## src/include/nand_host_defs.vh

```
// Constants for the NAND host controller: commands, operations, timing.
// Assumes a 100 MHz system clock; included by the ECC and host design files, not by the FIFO.
`ifndef NAND_HOST_DEFS_VH
`define NAND_HOST_DEFS_VH

// Clock rate and time-to-cycle conversion (least times round up)
`define CLK_MHZ          100
`define NS_UP(ns)        ((((ns) * `CLK_MHZ) + 999) / 1000)

// One strobe step; a bus cycle is three steps (low, low, high)
`define STEP_NS          30
`define STEP_CYC         `NS_UP(`STEP_NS)
// Wait from the last command edge before ready/busy is trusted
`define WB_NS            100
`define WB_CYC           `NS_UP(`WB_NS)
// Longest array-to-register transfer (rounds down, exact here)
`define RBUSY_US         25
`define RBUSY_CYC        (`RBUSY_US * `CLK_MHZ)
// Typical block erase; busy limit default carries a margin of four
`define ERASE_MS         4
`define ERASE_CYC        (`ERASE_MS * 1000 * `CLK_MHZ)
`define BUSY_LIMIT_DEF   (4 * `ERASE_CYC)

// Device commands
`define CMD_READ         8'h00
`define CMD_READ_GO      8'h30
`define CMD_COPY_GO      8'h35
`define CMD_RESET        8'hFF
`define CMD_STATUS       8'h70
`define CMD_PROG         8'h80
`define CMD_PROG_GO      8'h10
`define CMD_CACHE_GO     8'h15
`define CMD_COPY_PROG    8'h85
`define CMD_ERASE        8'h60
`define CMD_ERASE_GO     8'hD0
`define CMD_CACHE_RD     8'h31
`define CMD_CACHE_LAST   8'h3F

// Operation codes on the user port
`define OP_RESET         4'h0
`define OP_STATUS        4'h1
`define OP_READ          4'h2
`define OP_PROGRAM       4'h3
`define OP_ERASE         4'h4
`define OP_COPY_READ     4'h5
`define OP_COPY_PROG     4'h6
`define OP_CACHE_PROG    4'h7
`define OP_CACHE_READ    4'h8
`define OP_CACHE_LAST    4'h9

// Phase flag positions of an operation
`define F_ADDR           4
`define F_WDATA          3
`define F_CMD2           2
`define F_BUSY           1
`define F_RDATA          0

// Error correction codeword and FIFO shape
`define ECC_BYTES        528
`define FIFO_WIDTH       8
`define FIFO_DEPTH       16
`define FIFO_AW          4

`endif

```

## src/hw/sync_fifo.v

```verilog
// Synchronous FIFO with valid/ready on both sides.
// Assumes one clock; depth is a power of two matching AW.
`timescale 1ns/1ps
module sync_fifo #(
   parameter WIDTH = 8,
   parameter DEPTH = 16,
   parameter AW    = 4
) (
   input  wire             clock,
   input  wire             rst,
   input  wire             in_valid,
   output wire             in_ready,
   input  wire [WIDTH-1:0] in_data,
   output wire             out_valid,
   input  wire             out_ready,
   output wire [WIDTH-1:0] out_data
);
   reg [WIDTH-1:0] mem [0:DEPTH-1];
   reg [AW-1:0]    wr_r;
   reg [AW-1:0]    rd_r;
   reg [AW:0]      cnt_r;
   wire            push;
   wire            pop;

   // Full and empty come straight from the fill count
   assign in_ready  = (cnt_r != DEPTH[AW:0]);
   assign out_valid = (cnt_r != {(AW+1){1'b0}});
   assign out_data  = mem[rd_r];
   assign push      = in_valid && in_ready;
   assign pop       = out_valid && out_ready;

   // Storage array
   always @(posedge clock) begin
      if (push) begin
         mem[wr_r] <= in_data;
      end
   end

   // Pointers and fill count
   always @(posedge clock) begin
      if (rst) begin
         wr_r  <= {AW{1'b0}};
         rd_r  <= {AW{1'b0}};
         cnt_r <= {(AW+1){1'b0}};
      end else begin
         if (push) begin
            wr_r <= wr_r + 1'b1;
         end
         if (pop) begin
            rd_r <= rd_r + 1'b1;
         end
         if (push && !pop) begin
            cnt_r <= cnt_r + 1'b1;
         end else if (pop && !push) begin
            cnt_r <= cnt_r - 1'b1;
         end
      end
   end
endmodule // sync_fifo

```

## src/hw/ecc528.v

```verilog
// Single-error-correcting check code over each 528-byte codeword.
// Assumes bytes arrive in order after a clear; one byte per valid.
`timescale 1ns/1ps
`include "nand_host_defs.vh"
module ecc528 (
   input  wire        clock,
   input  wire        rst,
   input  wire        clear,
   input  wire        byte_valid,
   input  wire [7:0]  byte_in,
   output wire [18:0] code,
   output wire        code_valid
);
   localparam [31:0] LAST = `ECC_BYTES - 1;
   reg  [9:0]  idx_r;
   reg  [7:0]  col_r;
   reg  [9:0]  line_r;
   reg         par_r;
   reg  [18:0] code_r;
   reg         code_v_r;
   wire        odd;
   wire [7:0]  col_n;
   wire [9:0]  line_n;

   // Byte parity selects whether the byte index joins the line code
   assign odd    = ^byte_in;
   assign col_n  = col_r ^ byte_in;
   assign line_n = odd ? (line_r ^ idx_r) : line_r;
   assign code       = code_r;
   assign code_valid = code_v_r;

   // Accumulate and publish {parity, line, column} per codeword
   always @(posedge clock) begin
      if (rst || clear) begin
         idx_r    <= 10'h000;
         col_r    <= 8'h00;
         line_r   <= 10'h000;
         par_r    <= 1'b0;
         code_r   <= 19'h00000;
         code_v_r <= 1'b0;
      end else begin
         code_v_r <= 1'b0;
         if (byte_valid) begin
            if (idx_r == LAST[9:0]) begin
               code_r   <= {par_r ^ odd, line_n, col_n};
               code_v_r <= 1'b1;
               idx_r    <= 10'h000;
               col_r    <= 8'h00;
               line_r   <= 10'h000;
               par_r    <= 1'b0;
            end else begin
               idx_r  <= idx_r + 10'h001;
               col_r  <= col_n;
               line_r <= line_n;
               par_r  <= par_r ^ odd;
            end
         end
      end
   end
endmodule // ecc528

```

## src/hw/nand_host.v

```verilog
// NAND flash host controller: sequences command, address and data
// cycles on the multiplexed byte bus and waits on ready/busy.
// Assumes one 100 MHz clock; device pins are asynchronous to it.
// Functional notes
// - Command bytes go out with command latch high across input strobe rise.
// - Each address byte gets its own input strobe pulse with address latch high.
// - Write data goes out with both latch strobes low, captured on strobe rise.
// - Page load takes at most 25 us; data is read only after ready.
// - Output strobe cycle is never shorter than 25 ns.
// - Host computes a single-bit-correcting check code per 528-byte codeword on ecc_code; it applies no correction.
// - Four address bytes: two column then two row; erase uses row only.
// - Array operations use setup plus execute commands; reset, status and cache reads use one.
`timescale 1ns/1ps
`include "nand_host_defs.vh"
module nand_host #(
   parameter [31:0] BUSY_LIMIT = `BUSY_LIMIT_DEF
) (
   input  wire        clock,
   input  wire        rst,
   input  wire        op_valid,
   output wire        op_ready,
   input  wire [3:0]  op_code,
   input  wire [11:0] op_column,
   input  wire [15:0] op_row,
   input  wire [11:0] op_count,
   output wire        op_done,
   output wire        op_timeout,
   output wire [7:0]  status_byte,
   input  wire        wr_valid,
   output wire        wr_ready,
   input  wire [7:0]  wr_data,
   output wire        rd_valid,
   input  wire        rd_ready,
   output wire [7:0]  rd_data,
   output wire [18:0] ecc_code,
   output wire        ecc_valid,
   input  wire        allow_writes,
   input  wire        lock_at_powerup,
   output wire        chip_select_n,
   output wire        command_latch_strobe,
   output wire        address_latch_strobe,
   output wire        input_strobe_n,
   output wire        output_strobe_n,
   output wire        write_protect_n,
   output wire        protect_at_powerup,
   input  wire [7:0]  data_lines_in,
   output wire [7:0]  data_lines_out,
   output wire        data_lines_oe,
   input  wire        ready_busy_n
);
   localparam [3:0] ST_IDLE  = 4'h0;
   localparam [3:0] ST_CMD1  = 4'h1;
   localparam [3:0] ST_ADDR  = 4'h2;
   localparam [3:0] ST_WDATA = 4'h3;
   localparam [3:0] ST_CMD2  = 4'h4;
   localparam [3:0] ST_WAITB = 4'h5;
   localparam [3:0] ST_BUSY  = 4'h6;
   localparam [3:0] ST_RDATA = 4'h7;
   localparam [3:0] ST_DONE  = 4'h8;
   localparam [31:0] STEP_LAST = `STEP_CYC - 1;
   localparam [31:0] WB_LAST   = `WB_CYC - 1;
   localparam [31:0] RB_LAST   = `RBUSY_CYC - 1;
   localparam [31:0] BUSY_LAST = BUSY_LIMIT - 1;

   // Phase flags {addr, wdata, cmd2, busy, rdata} of each operation
   function [4:0] op_flags;
      input [3:0] op;
      begin
         case (op)
            `OP_RESET:      op_flags = 5'b00010;
            `OP_STATUS:     op_flags = 5'b00001;
            `OP_READ:       op_flags = 5'b10111;
            `OP_PROGRAM:    op_flags = 5'b11110;
            `OP_ERASE:      op_flags = 5'b10110;
            `OP_COPY_READ:  op_flags = 5'b10110;
            `OP_COPY_PROG:  op_flags = 5'b10110;
            `OP_CACHE_PROG: op_flags = 5'b11110;
            `OP_CACHE_READ: op_flags = 5'b00011;
            `OP_CACHE_LAST: op_flags = 5'b00011;
            default:        op_flags = 5'b00000;
         endcase
      end
   endfunction

   // Setup command byte
   function [7:0] cmd1_of;
      input [3:0] op;
      begin
         case (op)
            `OP_RESET:      cmd1_of = `CMD_RESET;
            `OP_READ:       cmd1_of = `CMD_READ;
            `OP_COPY_READ:  cmd1_of = `CMD_READ;
            `OP_PROGRAM:    cmd1_of = `CMD_PROG;
            `OP_CACHE_PROG: cmd1_of = `CMD_PROG;
            `OP_COPY_PROG:  cmd1_of = `CMD_COPY_PROG;
            `OP_ERASE:      cmd1_of = `CMD_ERASE;
            `OP_CACHE_READ: cmd1_of = `CMD_CACHE_RD;
            `OP_CACHE_LAST: cmd1_of = `CMD_CACHE_LAST;
            default:        cmd1_of = `CMD_STATUS;
         endcase
      end
   endfunction

   // Execute command byte
   function [7:0] cmd2_of;
      input [3:0] op;
      begin
         case (op)
            `OP_READ:       cmd2_of = `CMD_READ_GO;
            `OP_COPY_READ:  cmd2_of = `CMD_COPY_GO;
            `OP_CACHE_PROG: cmd2_of = `CMD_CACHE_GO;
            `OP_ERASE:      cmd2_of = `CMD_ERASE_GO;
            default:        cmd2_of = `CMD_PROG_GO;
         endcase
      end
   endfunction

   // Lowest later phase that this operation uses
   function [3:0] next_st;
      input [3:0] cur;
      input [4:0] fl;
      input       cnt_nz;
      integer s;
      reg     here;
      begin
         next_st = ST_DONE;
         for (s = 7; s >= 2; s = s - 1) begin
            case (s)
               2:       here = fl[`F_ADDR];
               3:       here = fl[`F_WDATA] && cnt_nz;
               4:       here = fl[`F_CMD2];
               5:       here = fl[`F_BUSY];
               7:       here = fl[`F_RDATA] && cnt_nz;
               default: here = 1'b0;
            endcase
            if (here && (s > cur)) begin
               next_st = s[3:0];
            end
         end
      end
   endfunction

   // Column bytes first, then row bytes
   function [7:0] addr_byte;
      input [1:0]  idx;
      input [11:0] col;
      input [15:0] row;
      begin
         case (idx)
            2'd0:    addr_byte = col[7:0];
            2'd1:    addr_byte = {4'h0, col[11:8]};
            2'd2:    addr_byte = row[7:0];
            default: addr_byte = row[15:8];
         endcase
      end
   endfunction

   reg  [3:0]  state_r;
   reg  [3:0]  op_r;
   reg  [4:0]  flags_r;
   reg  [11:0] col_r;
   reg  [15:0] row_r;
   reg  [11:0] cnt_r;
   reg  [1:0]  aidx_r;
   reg         act_r;
   reg  [3:0]  div_r;
   reg  [1:0]  ph_r;
   reg  [31:0] wait_r;
   reg         cs_n_r;
   reg         cle_r;
   reg         ale_r;
   reg         we_n_r;
   reg         re_n_r;
   reg         doe_r;
   reg  [7:0]  dout_r;
   reg  [7:0]  status_r;
   reg         done_r;
   reg         tmo_r;
   reg         wp_n_r;
   reg         strap_r;
   reg         rb_s1;
   reg         rb_s2;
   reg  [7:0]  di_s1;
   reg  [7:0]  di_s2;
   reg         ecc_clr_r;
   wire        tx_valid;
   wire [7:0]  tx_data;
   wire        rx_ready;
   wire        is_status;
   wire        start_ok;
   wire        start;
   wire        tick;
   wire        sample;
   wire        endc;
   wire        tx_pop;
   wire        rx_push;
   wire [3:0]  nxt;
   wire [31:0] limit;

   assign is_status = (op_r == `OP_STATUS);
   assign tick      = act_r && (div_r == STEP_LAST[3:0]);
   assign sample    = tick && (ph_r == 2'd1) && (state_r == ST_RDATA);
   assign endc      = tick && (ph_r == 2'd2);
   assign start_ok  = (state_r == ST_CMD1) || (state_r == ST_ADDR) ||
                      (state_r == ST_CMD2) ||
                      ((state_r == ST_WDATA) && tx_valid) ||
                      ((state_r == ST_RDATA) && (rx_ready || is_status));
   assign start     = !act_r && start_ok;
   assign tx_pop    = start && (state_r == ST_WDATA);
   assign rx_push   = sample && !is_status;
   assign nxt       = next_st(state_r, flags_r, cnt_r != 12'h000);
   assign limit     = flags_r[`F_RDATA] ? RB_LAST : BUSY_LAST;

   // Pin inputs pass two flip-flops before use
   always @(posedge clock) begin
      if (rst) begin
         rb_s1 <= 1'b0;
         rb_s2 <= 1'b0;
         di_s1 <= 8'h00;
         di_s2 <= 8'h00;
      end else begin
         rb_s1 <= ready_busy_n;
         rb_s2 <= rb_s1;
         di_s1 <= data_lines_in;
         di_s2 <= di_s1;
      end
   end

   // Bus cycle engine and operation sequencer
   always @(posedge clock) begin
      if (rst) begin
         state_r   <= ST_WAITB;
         op_r      <= `OP_RESET;
         flags_r   <= 5'b00000;
         col_r     <= 12'h000;
         row_r     <= 16'h0000;
         cnt_r     <= 12'h000;
         aidx_r    <= 2'd0;
         act_r     <= 1'b0;
         div_r     <= 4'h0;
         ph_r      <= 2'd0;
         wait_r    <= 32'h00000000;
         cs_n_r    <= 1'b1;
         cle_r     <= 1'b0;
         ale_r     <= 1'b0;
         we_n_r    <= 1'b1;
         re_n_r    <= 1'b1;
         doe_r     <= 1'b0;
         dout_r    <= 8'h00;
         status_r  <= 8'h00;
         done_r    <= 1'b0;
         tmo_r     <= 1'b0;
         wp_n_r    <= 1'b0;
         strap_r   <= 1'b0;
         ecc_clr_r <= 1'b0;
      end else begin
         done_r    <= 1'b0;
         ecc_clr_r <= 1'b0;
         wp_n_r    <= allow_writes;
         strap_r   <= lock_at_powerup;
         // Open a byte cycle: strobe falls, latches and data set up
         if (start) begin
            act_r  <= 1'b1;
            div_r  <= 4'h0;
            ph_r   <= 2'd0;
            cle_r  <= (state_r == ST_CMD1) || (state_r == ST_CMD2);
            ale_r  <= (state_r == ST_ADDR);
            if (state_r == ST_RDATA) begin
               re_n_r <= 1'b0;
            end else begin
               we_n_r <= 1'b0;
               doe_r  <= 1'b1;
               case (state_r)
                  ST_CMD1:  dout_r <= cmd1_of(op_r);
                  ST_CMD2:  dout_r <= cmd2_of(op_r);
                  ST_ADDR:  dout_r <= addr_byte(aidx_r, col_r, row_r);
                  default:  dout_r <= tx_data;
               endcase
            end
         end
         // Two low steps, then the strobe rises for the high step
         if (act_r) begin
            div_r <= tick ? 4'h0 : div_r + 4'h1;
            if (tick) begin
               ph_r <= ph_r + 2'd1;
            end
            if (tick && (ph_r == 2'd1)) begin
               we_n_r <= 1'b1;
               re_n_r <= 1'b1;
            end
            if (sample && is_status) begin
               status_r <= di_s2;
            end
            if (endc) begin
               act_r <= 1'b0;
               cle_r <= 1'b0;
               ale_r <= 1'b0;
               doe_r <= 1'b0;
               ph_r  <= 2'd0;
               case (state_r)
                  ST_ADDR: begin
                     if (aidx_r == 2'd3) begin
                        state_r <= nxt;
                     end else begin
                        aidx_r <= aidx_r + 2'd1;
                     end
                  end
                  ST_WDATA, ST_RDATA: begin
                     cnt_r <= cnt_r - 12'h001;
                     if (cnt_r == 12'h001) begin
                        state_r <= ST_DONE;
                        if (state_r == ST_WDATA) begin
                           state_r <= next_st(state_r, flags_r, 1'b0);
                        end
                     end
                  end
                  default: state_r <= nxt;
               endcase
            end
         end
         // Idle, busy wait and completion
         case (state_r)
            ST_IDLE: begin
               cs_n_r <= 1'b1;
               if (op_valid) begin
                  op_r      <= op_code;
                  flags_r   <= op_flags(op_code);
                  col_r     <= op_column;
                  row_r     <= op_row;
                  cnt_r     <= (op_code == `OP_STATUS) ? 12'h001 : op_count;
                  aidx_r    <= (op_code == `OP_ERASE) ? 2'd2 : 2'd0;
                  tmo_r     <= 1'b0;
                  cs_n_r    <= 1'b0;
                  ecc_clr_r <= 1'b1;
                  state_r   <= ST_CMD1;
               end
            end
            ST_WAITB: begin
               wait_r <= wait_r + 32'h00000001;
               if (wait_r == WB_LAST) begin
                  wait_r  <= 32'h00000000;
                  state_r <= ST_BUSY;
               end
            end
            ST_BUSY: begin
               wait_r <= wait_r + 32'h00000001;
               if (rb_s2) begin
                  wait_r  <= 32'h00000000;
                  state_r <= nxt;
               end else if (wait_r == limit) begin
                  wait_r  <= 32'h00000000;
                  tmo_r   <= 1'b1;
                  state_r <= ST_DONE;
               end
            end
            ST_DONE: begin
               done_r  <= 1'b1;
               cs_n_r  <= 1'b1;
               state_r <= ST_IDLE;
            end
            default: begin
            end
         endcase
      end
   end

   // Write data path, filled by the user, drained by data cycles
   sync_fifo #(
      .WIDTH (`FIFO_WIDTH),
      .DEPTH (`FIFO_DEPTH),
      .AW    (`FIFO_AW)
   ) tx_fifo (
      .clock     (clock),
      .rst       (rst),
      .in_valid  (wr_valid),
      .in_ready  (wr_ready),
      .in_data   (wr_data),
      .out_valid (tx_valid),
      .out_ready (tx_pop),
      .out_data  (tx_data)
   );

   // Read data path; a full FIFO stalls the next output strobe
   sync_fifo #(
      .WIDTH (`FIFO_WIDTH),
      .DEPTH (`FIFO_DEPTH),
      .AW    (`FIFO_AW)
   ) rx_fifo (
      .clock     (clock),
      .rst       (rst),
      .in_valid  (rx_push),
      .in_ready  (rx_ready),
      .in_data   (di_s2),
      .out_valid (rd_valid),
      .out_ready (rd_ready),
      .out_data  (rd_data)
   );

   // Check code over every written and page-read data byte; status bytes are not included
   ecc528 ecc (
      .clock      (clock),
      .rst        (rst),
      .clear      (ecc_clr_r),
      .byte_valid (tx_pop || rx_push),
      .byte_in    (tx_pop ? tx_data : di_s2),
      .code       (ecc_code),
      .code_valid (ecc_valid)
   );

   // Pin and status outputs
   assign op_ready             = (state_r == ST_IDLE);
   assign op_done              = done_r;
   assign op_timeout           = tmo_r;
   assign status_byte          = status_r;
   assign chip_select_n        = cs_n_r;
   assign command_latch_strobe = cle_r;
   assign address_latch_strobe = ale_r;
   assign input_strobe_n       = we_n_r;
   assign output_strobe_n      = re_n_r;
   assign write_protect_n      = wp_n_r;
   assign protect_at_powerup   = strap_r;
   assign data_lines_out       = dout_r;
   assign data_lines_oe        = doe_r;
endmodule // nand_host

```

## config.mk

```make
export PLATFORM = sky130hd
export DESIGN_NAME = nand_host
export DESIGN_NICKNAME = d
export VERILOG_FILES = /design/src/hw/sync_fifo.v /design/src/hw/ecc528.v /design/src/hw/nand_host.v
export VERILOG_INCLUDE_DIRS = /design/src /design/src/include
export SDC_FILE = /design/constraint.sdc
export NUM_CORES = 1
export LEC_CHECK = 0
export ABC_AREA = 1
export BUFFER_PORTS_ARGS = -buffer_cell sky130_fd_sc_hd__buf_2
export CORE_ASPECT_RATIO = 0.5
export CORE_MARGIN = 5
export CORE_UTILIZATION = 45
export CTS_CLUSTER_DIAMETER = 100
export CTS_CLUSTER_SIZE = 20
export DETAILED_ROUTE_END_ITERATION = 10
export GPL_ROUTABILITY_DRIVEN = 1
export HOLD_SLACK_MARGIN = 0.06
export MAX_ROUTING_LAYER = met4
export SYNTH_ARGS = -nofsm -noshare
export SYNTH_HDL_FRONTEND = slang
export SYNTH_SLANG_ARGS = --single-unit
```

## constraint.sdc

```tcl
create_clock -name clock -period 6.9 [get_ports clock]
set_clock_uncertainty 0.15 [all_clocks]
set_input_delay 1.38 -clock clock [delete_from_list [all_inputs] [get_ports clock]]
set_output_delay 1.38 -clock clock [all_outputs]
set_load 0.01 [all_outputs]
```

==> results.md, run 1 <==
* Die area at between 50000 and 60000 sq um
* Post-CTS Setup Inserts at 0
* Sinks on Clock Net at between 400 and 500
* Pwr Total at just over 0.006 W
* Largest net degree at the start of global routing at a little under 100
* Grt ovf at 0
* Crit-path max FO at 96
* PortBufs at roughly 120
* Die width at 317 um
* Die Ht at about 160 um
* Minimum clock period at between 4000 and 5000 ps
* Most frequent cells in the layout: nand2_1, inv_1, edfxtp_1
* Worst Setup End Kind: primary output
* Final setup violation count at 0
* P_leak at 9.10 nW
* Iter 0 DRT Violations at around 1300
* Worst slew margin at a little under a quarter
* Tot GR Track Use at about a fifth
* Vias in the first global route at 14500
* DR vias/cell at 5.10
* TritonCTS clock tree: built
* First-pass GRT wire length at 79.1 mm
* Initial core utilization at a little under half
* Data arrival, critical path at between 2000 and 3000 ps
* Post-CTS Hold Buffers at 0
* EDFF count, synth at between 200 and 300
* Row count at 56
* Nets at 2487
* Hold path endpoint: di_s2[3]
* Async SR Flop Fraction at 0%
* Post-CTS sizing at 0
* Top_reg_cell synth: edfxtp_1
* Mean Syn Cell Area at 9.17 sq um
* Status: complete, no violations
* Synth-to-layout area growth at 9.15%
* Worst Hold Launch: di_s1[3]
* Crit Reg-Reg Endpoint: ecc.line_r[0]
* Sequential area share after synthesis at between 50 and 60%
* # fillers at 4355
* Worst EP required at 5370 ps
* Cell area after layout at ~23000 sq um
* Ys Warns at 0
* Root Buffer: clkbuf_16
* Worst Reg-to-Reg Cells at 19
* Pwr dens at about 260 nW/um^2
* Commonest non-fill, non-tap cell in the layout: nand2_1
* Worst Tran Pin Value at around 1100 ps
* Fmax at 0.238 GHz
* Critical path class: flop to primary output
* RSZ-0062 raised after global routing: false
* Routed Antenna Nets at 0
* DP HPWL at 33.3 mm
* Vias at approximately 15000
* Fin crit share at 60.8%
* Synth Instances at ~2300
* Diodes inserted at 0
* IO Pins at about 130
* Worst hold path type: flop to flop
* Worst vdd rail ir drop at ~0.23 mV
* Core area at about 47000 sq um
* Max-Cap Viols at 0
* Final RePlAce weighted congestion at 0.859
* Clock buffer depth at 3
* CTS H-tree depth at 1
* Antenna violations before repair at 1
* Final TNS setup at 0 ps
* First drt pass iteration count at 5
* Post-DP Area at around 22000 sq um
* Post-Syn Area at between 20000 and 25000 sq um
* Unique masters post-synth at between 40 and 50
* Routed wire length at ~50 mm
* Hold Vio Cnt, Final at 0
* Fraction of layout cells with a size suffix above 1 at approximately 9%
* Clock latency on the worst-skew pair at 580 ps
* Routed length per placed instance at roughly 16 um
* CP Launch Type: flop
* Number of CTS-inserted buffers at 28
* Worst-path clk slew at approximately 90 ps
* Hold Crit Depth at 2
* R2r setup slk at approximately 2800 ps
* Syn_nets at 2408
* Max Slew Vio Count at 0
* Synth Register Bits at between 400 and 500
* Residual DRC at 0
-- worst max-delay path, cell delays in order (launching register included) --
cell	delay (ps)
dfxtp_4	1070
o21ai_0	410
o211ai_1	180
o211ai_1	110
nand2_1	110
buf_2	130
-- routing by layer --
layer / track usage, % / routed length, um / share of wire (%)
met5: - / 0 / 0
met4: 3.50 / 867 / 1.7
met3: 2.43 / 2040 / 4.1
met2: 31.3 / 23400 / 47
met1: 27.4 / 23700 / 47
-- area by class of cell --
cell class / count / area (sq um) / share of cell area, %
Sequential cell: 484 / 12300 / 53.1
Tap cell: 638 / 798 / 3.46
Multi-Input combinational cell: 1464 / 7500 / 32.5
Clock inverter: 1 / 16.3 / 0.0705
Clock buffer: 46 / 790 / 3.42
Timing Repair Buffer: 132 / 681 / 2.95
Inverter: 273 / 1020 / 4.44
-- how the worst max path moves through the flow --
stage	slack, ps	cells after the start	start	end
2_1_floorplan	3620	7	flop	rd_data[2]
3_3_place_gp	2410	14	rst	flop
3_5_place_dp	2370	14	rst	flop
4_1_cts	2660	6	flop	rd_data[0]
5_1_grt	2290	19	flop	ecc.line_r[2]
6_report	2700	5	flop	rd_data[4]
-- report_power, final --
part	total [W]	switching [W]	internal, W
Sequential	0.00328	0.000152	0.00313
Combinational	0.00102	0.000661	0.000363
Clock	0.00172	0.000937	0.000787
-- per-stage QoR --
step	util (%)	worst slack, ps	std cells	hold WS [ps]
final	49.4	2700	3038	253
after global routing	49.4	2290	3038	264
after floorplan	-	3620	2304	238
after global placement	47.7	2410	2991	239
after detailed placement	47.7	2370	2991	242
after CTS	49.4	2660	3038	254
-- synth_stat cells, types with 2 or more instances --
cell | instances | area share (%)
a21oi_1 | 122 | 2.9
a31oi_1 | 7 | 0.21
nor3_1 | 38 | 0.90
nand4_1 | 29 | 0.86
o21ai_1 | 7 | 0.17
or2_2 | 18 | 0.53
o2111ai_1 | 5 | 0.21
nor4_1 | 10 | 0.30
clkbuf_1 | 53 | 0.94
edfxtp_1 | 256 | 36
nor2_4 | 5 | 0.27
xor2_1 | 38 | 1.6
mux2i_1 | 32 | 1.5
nor2_2 | 2 | 0.059
nand2_1 | 498 | 8.8
o211ai_1 | 47 | 1.7
inv_2 | 13 | 0.23
xnor2_1 | 4 | 0.17
buf_2 | 18 | 0.43
a21o_1 | 2 | 0.071
o21a_1 | 5 | 0.18
nor3b_1 | 4 | 0.14
nand2_2 | 3 | 0.089
a22o_1 | 16 | 0.66
inv_1 | 259 | 4.6
o22ai_1 | 9 | 0.27
a221oi_1 | 4 | 0.17
buf_6 | 2 | 0.11
buf_1 | 7 | 0.12
dfxtp_1 | 228 | 22
a21oi_2 | 3 | 0.12
o211a_1 | 2 | 0.095
ha_1 | 34 | 2.0
buf_4 | 3 | 0.11
o21ai_0 | 132 | 3.1
nand3_1 | 144 | 3.4
nor3_2 | 4 | 0.19
a211oi_1 | 11 | 0.39
nor2_1 | 219 | 3.9
fa_1 | 2 | 0.19
-- logic make-up (layout without fill, tap and decap cells) --
family                   Yosys count  in the layout  synth area share (%)
XOR/XNOR                          42             42                  1.74
flip-flops                       484            484                  58.0
multiplexers                      32             32                  1.52
adder cells (fa/ha/maj)           36             36                  2.20
buffers and inverters            356            452                  6.55
AO/OA/AOI/OAI                    377            377                  10.4
AND/OR/NAND/NOR                  977            977                  19.6
-- state kept, by name, indices dropped and copies added, names as in the netlist, 5 cells and up, named ones only --
name            flops
cnt_r              12
col_r              12
data_lines_out      8
di_s1               8
di_s2               8
ecc.code           19
ecc.col_r           8
ecc.idx_r          10
ecc.line_r         10
row_r              16
rx_fifo.cnt_r       5
rx_fifo.mem       128
status_byte         8
tx_fifo.cnt_r       5
tx_fifo.mem       128
wait_r             32
(Power assumes the default switching activity.)
==> inputs of run 2 (changes only) <==
- clock period: 6.9 -> 3.6 ns (I/O delays scaled with it)
==> results.md, run 2 (synthesized netlist as in run 1, its figures left out) <==
* Hold Vio Cnt, Final at 0 (unchanged)
* DR vias/cell at 5.14 (+0.84%)
* Status: complete, no violations
* Grt ovf at 0 (unchanged)
* Post-CTS Setup Inserts at 0 (unchanged)
* Commonest non-fill, non-tap cell in the layout: nand2_1
* Post-CTS Hold Buffers at 0 (unchanged)
* Final setup violation count at 0 (unchanged)
* Worst vdd rail ir drop at 0.353 mV (+55%)
* Clock latency on the worst-skew pair at 580 ps (about the same)
* # fillers at 4384 (+0.67%)
* Cell area after layout at 23400 sq um (+1.5%)
* Reg2reg start: state_r[1]
* Minimum clock period at between 3000 and 4000 ps
* Core area at 46700 sq um (unchanged)
* Max Slew Vio Count at 0 (unchanged)
* Die area at 51700 sq um (unchanged)
* Worst Reg-to-Reg Cells at 16 (-3)
* TritonCTS clock tree: built
* Routed wire length at 50.3 mm (+0.56%)
* Vias in the first global route at 14600 (+1.1%)
* Wire length on met2 at 22.5 mm (-3.8%)
* Row count at 56 (unchanged)
* Fraction of layout cells with a size suffix above 1 at 10.5% (+1.5 points)
* Worst hold path type: input port to flop
* Iter 0 DRT Violations at 1184 (-8.1%)
* Initial core utilization at 45.3% (unchanged)
* Hold Crit Depth at 3 (+1)
* Clock buffer depth at 3 (unchanged)
* Final RePlAce weighted congestion at 0.879 (+2.3%)
* Critical path class: flop to flop
* Worst Hold Launch: lock_at_powerup
* Routed Antenna Nets at 0 (unchanged)
* Max-Cap Viols at 0 (unchanged)
* Worst Tran Pin Value at 909 ps (-234 ps)
* Crit-path max FO at 8 (-92%)
* Leading registers by flop count: rx_fifo.mem x128, tx_fifo.mem x128, wait_r x32
* Fin crit share at roughly nine tenths
* Worst-path clk slew at 90 ps (about the same)
* Final TNS setup at 0 ps (unchanged)
* CP Launch Type: flop
* Routed length per placed instance at 16.3 um (-0.74%)
* Root Buffer: clkbuf_16
* IO Pins at 125 (unchanged)
* Pwr dens at 495 nW/um^2 (+89%)
* Nets at 2526 (+1.6%)
* Antenna violations before repair at 1 (unchanged)
* PortBufs at 124 (unchanged)
* Residual DRC at 0 (unchanged)
* R2r setup slk at 400 ps (-2400 ps)
* Post-DP Area at 22600 sq um (+1.5%)
* First drt pass iteration count at 5 (unchanged)
* Max Used Layer: met4
* Number of CTS-inserted buffers at 28 (unchanged)
* First-pass GRT wire length at 80.4 mm (+1.6%)
* Crit Reg-Reg Endpoint: rx_fifo.cnt_r[4]
* Most frequent cells in the layout: nand2_1, inv_1, edfxtp_1
* Sinks on Clock Net at 484 (unchanged)
* Data arrival, critical path at 3530 ps (+860 ps)
* Largest net degree at the start of global routing at 45 (-54%)
* Fmax at between 0.3 and 0.4 GHz
* Met1 WL at 24.4 mm (+2.8%)
* Hold path endpoint: protect_at_powerup
* CTS H-tree depth at 1 (unchanged)
* Pwr Total at 0.0116 W (+92%)
* RSZ-0062 raised after global routing: false
* Die Ht at 163 um (unchanged)
* Tot GR Track Use at 19.8% (+0.22 points)
* Fin Hold WS at 186 ps (-67.3 ps)
* Synth-to-layout area growth at 10.7%
* Vias at 15800 (+2.2%)
* Wire length on met3 at 2.55 mm (+25%)
* Worst EP required at 3920 ps (-1450 ps)
* DP HPWL at 34.9 mm (+4.8%)
* Die width at 317 um (unchanged)
* Worst Setup End Kind: flop
* P_leak at 9.31 nW (+2.3%)
* Worst slew margin at 39.1% (+15 points)
* Finished Core Util at 50.2% (+0.72 points)
-- run 2: changes by cell type in the layout (fill, tap and decap cells not counted) --
cell     change
buf_4       +36
buf_12       +3
diode_2      +1
nor2_1       -1
nor2_2       +1
-- run 2: worst max-delay path: stages (launching register included) --
cell and delay [ps]:
dfxtp_1 490, nand2_2 150, nor2_1 280, inv_1 160, nor2_2 200, nand2_1 90, a21oi_2 130, ha_1 200
inv_1 110, fa_1 420, a21o_1 180, a21oi_1 160, nor2_1 60, nor2_1 80, nand2_1 70, o21ai_0 140
a21oi_1 50
-- run 2: worst max path at each step --
| stage | from | endpoint | slack [ps] | cells past startpoint |
|---|---|---|---|---|
| global placement | div_r[0] | rx_fifo.cnt_r[4] | 450 | 18 |
| finish | state_r[1] | rx_fifo.cnt_r[4] | 400 | 16 |
| CTS | flop | rd_data[0] | 310 | 6 |
| detailed placement | state_r[1] | rx_fifo.cnt_r[4] | 380 | 16 |
| floorplan | div_r[0] | rx_fifo.cnt_r[4] | 520 | 18 |
| global route | div_r[0] | rx_fifo.cnt_r[4] | 10 | 18 |
-- run 2: per-layer routing --
layer | up-vias | GRT usage (%)
met5 | - | -
met1 | 7475 | 29.1
met4 | 0 | 3.36
li1 | 7934 | -
met2 | 349 | 30.0
met3 | 58 | 2.68
-- run 2: through the flow --
stage	cells	setup WS, ps
floorplan	2304	520
global placement	3030	448
detailed placement	3030	377
CTS	3077	307
global route	3078	10.5
finish	3078	396
-- run 2: repair_timing --
item	CTS	global route
endpoints found under the hold margin	0	0
setup endpoints to repair	0	1
gates resized for setup	0	1
-- run 2: final cells by class --
cell class | instances | area, sq um | share of cell area [%]
Multi-Input combinational cell | 1464 | 7510 | 32.1
Antenna cell | 1 | 2.50 | 0.0107
Clock buffer | 46 | 790 | 3.37
Timing Repair Buffer | 171 | 1010 | 4.32
Tap cell | 638 | 798 | 3.41
Clock inverter | 1 | 16.3 | 0.0695
Inverter | 273 | 1020 | 4.38
Sequential cell | 484 | 12300 | 52.4
-- run 2: power breakdown --
group | total [W] | leakage [nW] | switching [W] | internal, W
Sequential | 0.00620 | 4.18 | 0.000200 | 0.00600
Combinational | 0.00210 | 4.75 | 0.00135 | 0.000743
Clock | 0.00329 | 0.385 | 0.00178 | 0.00151
Total | 0.0116 | 9.31 | 0.00334 | 0.00825
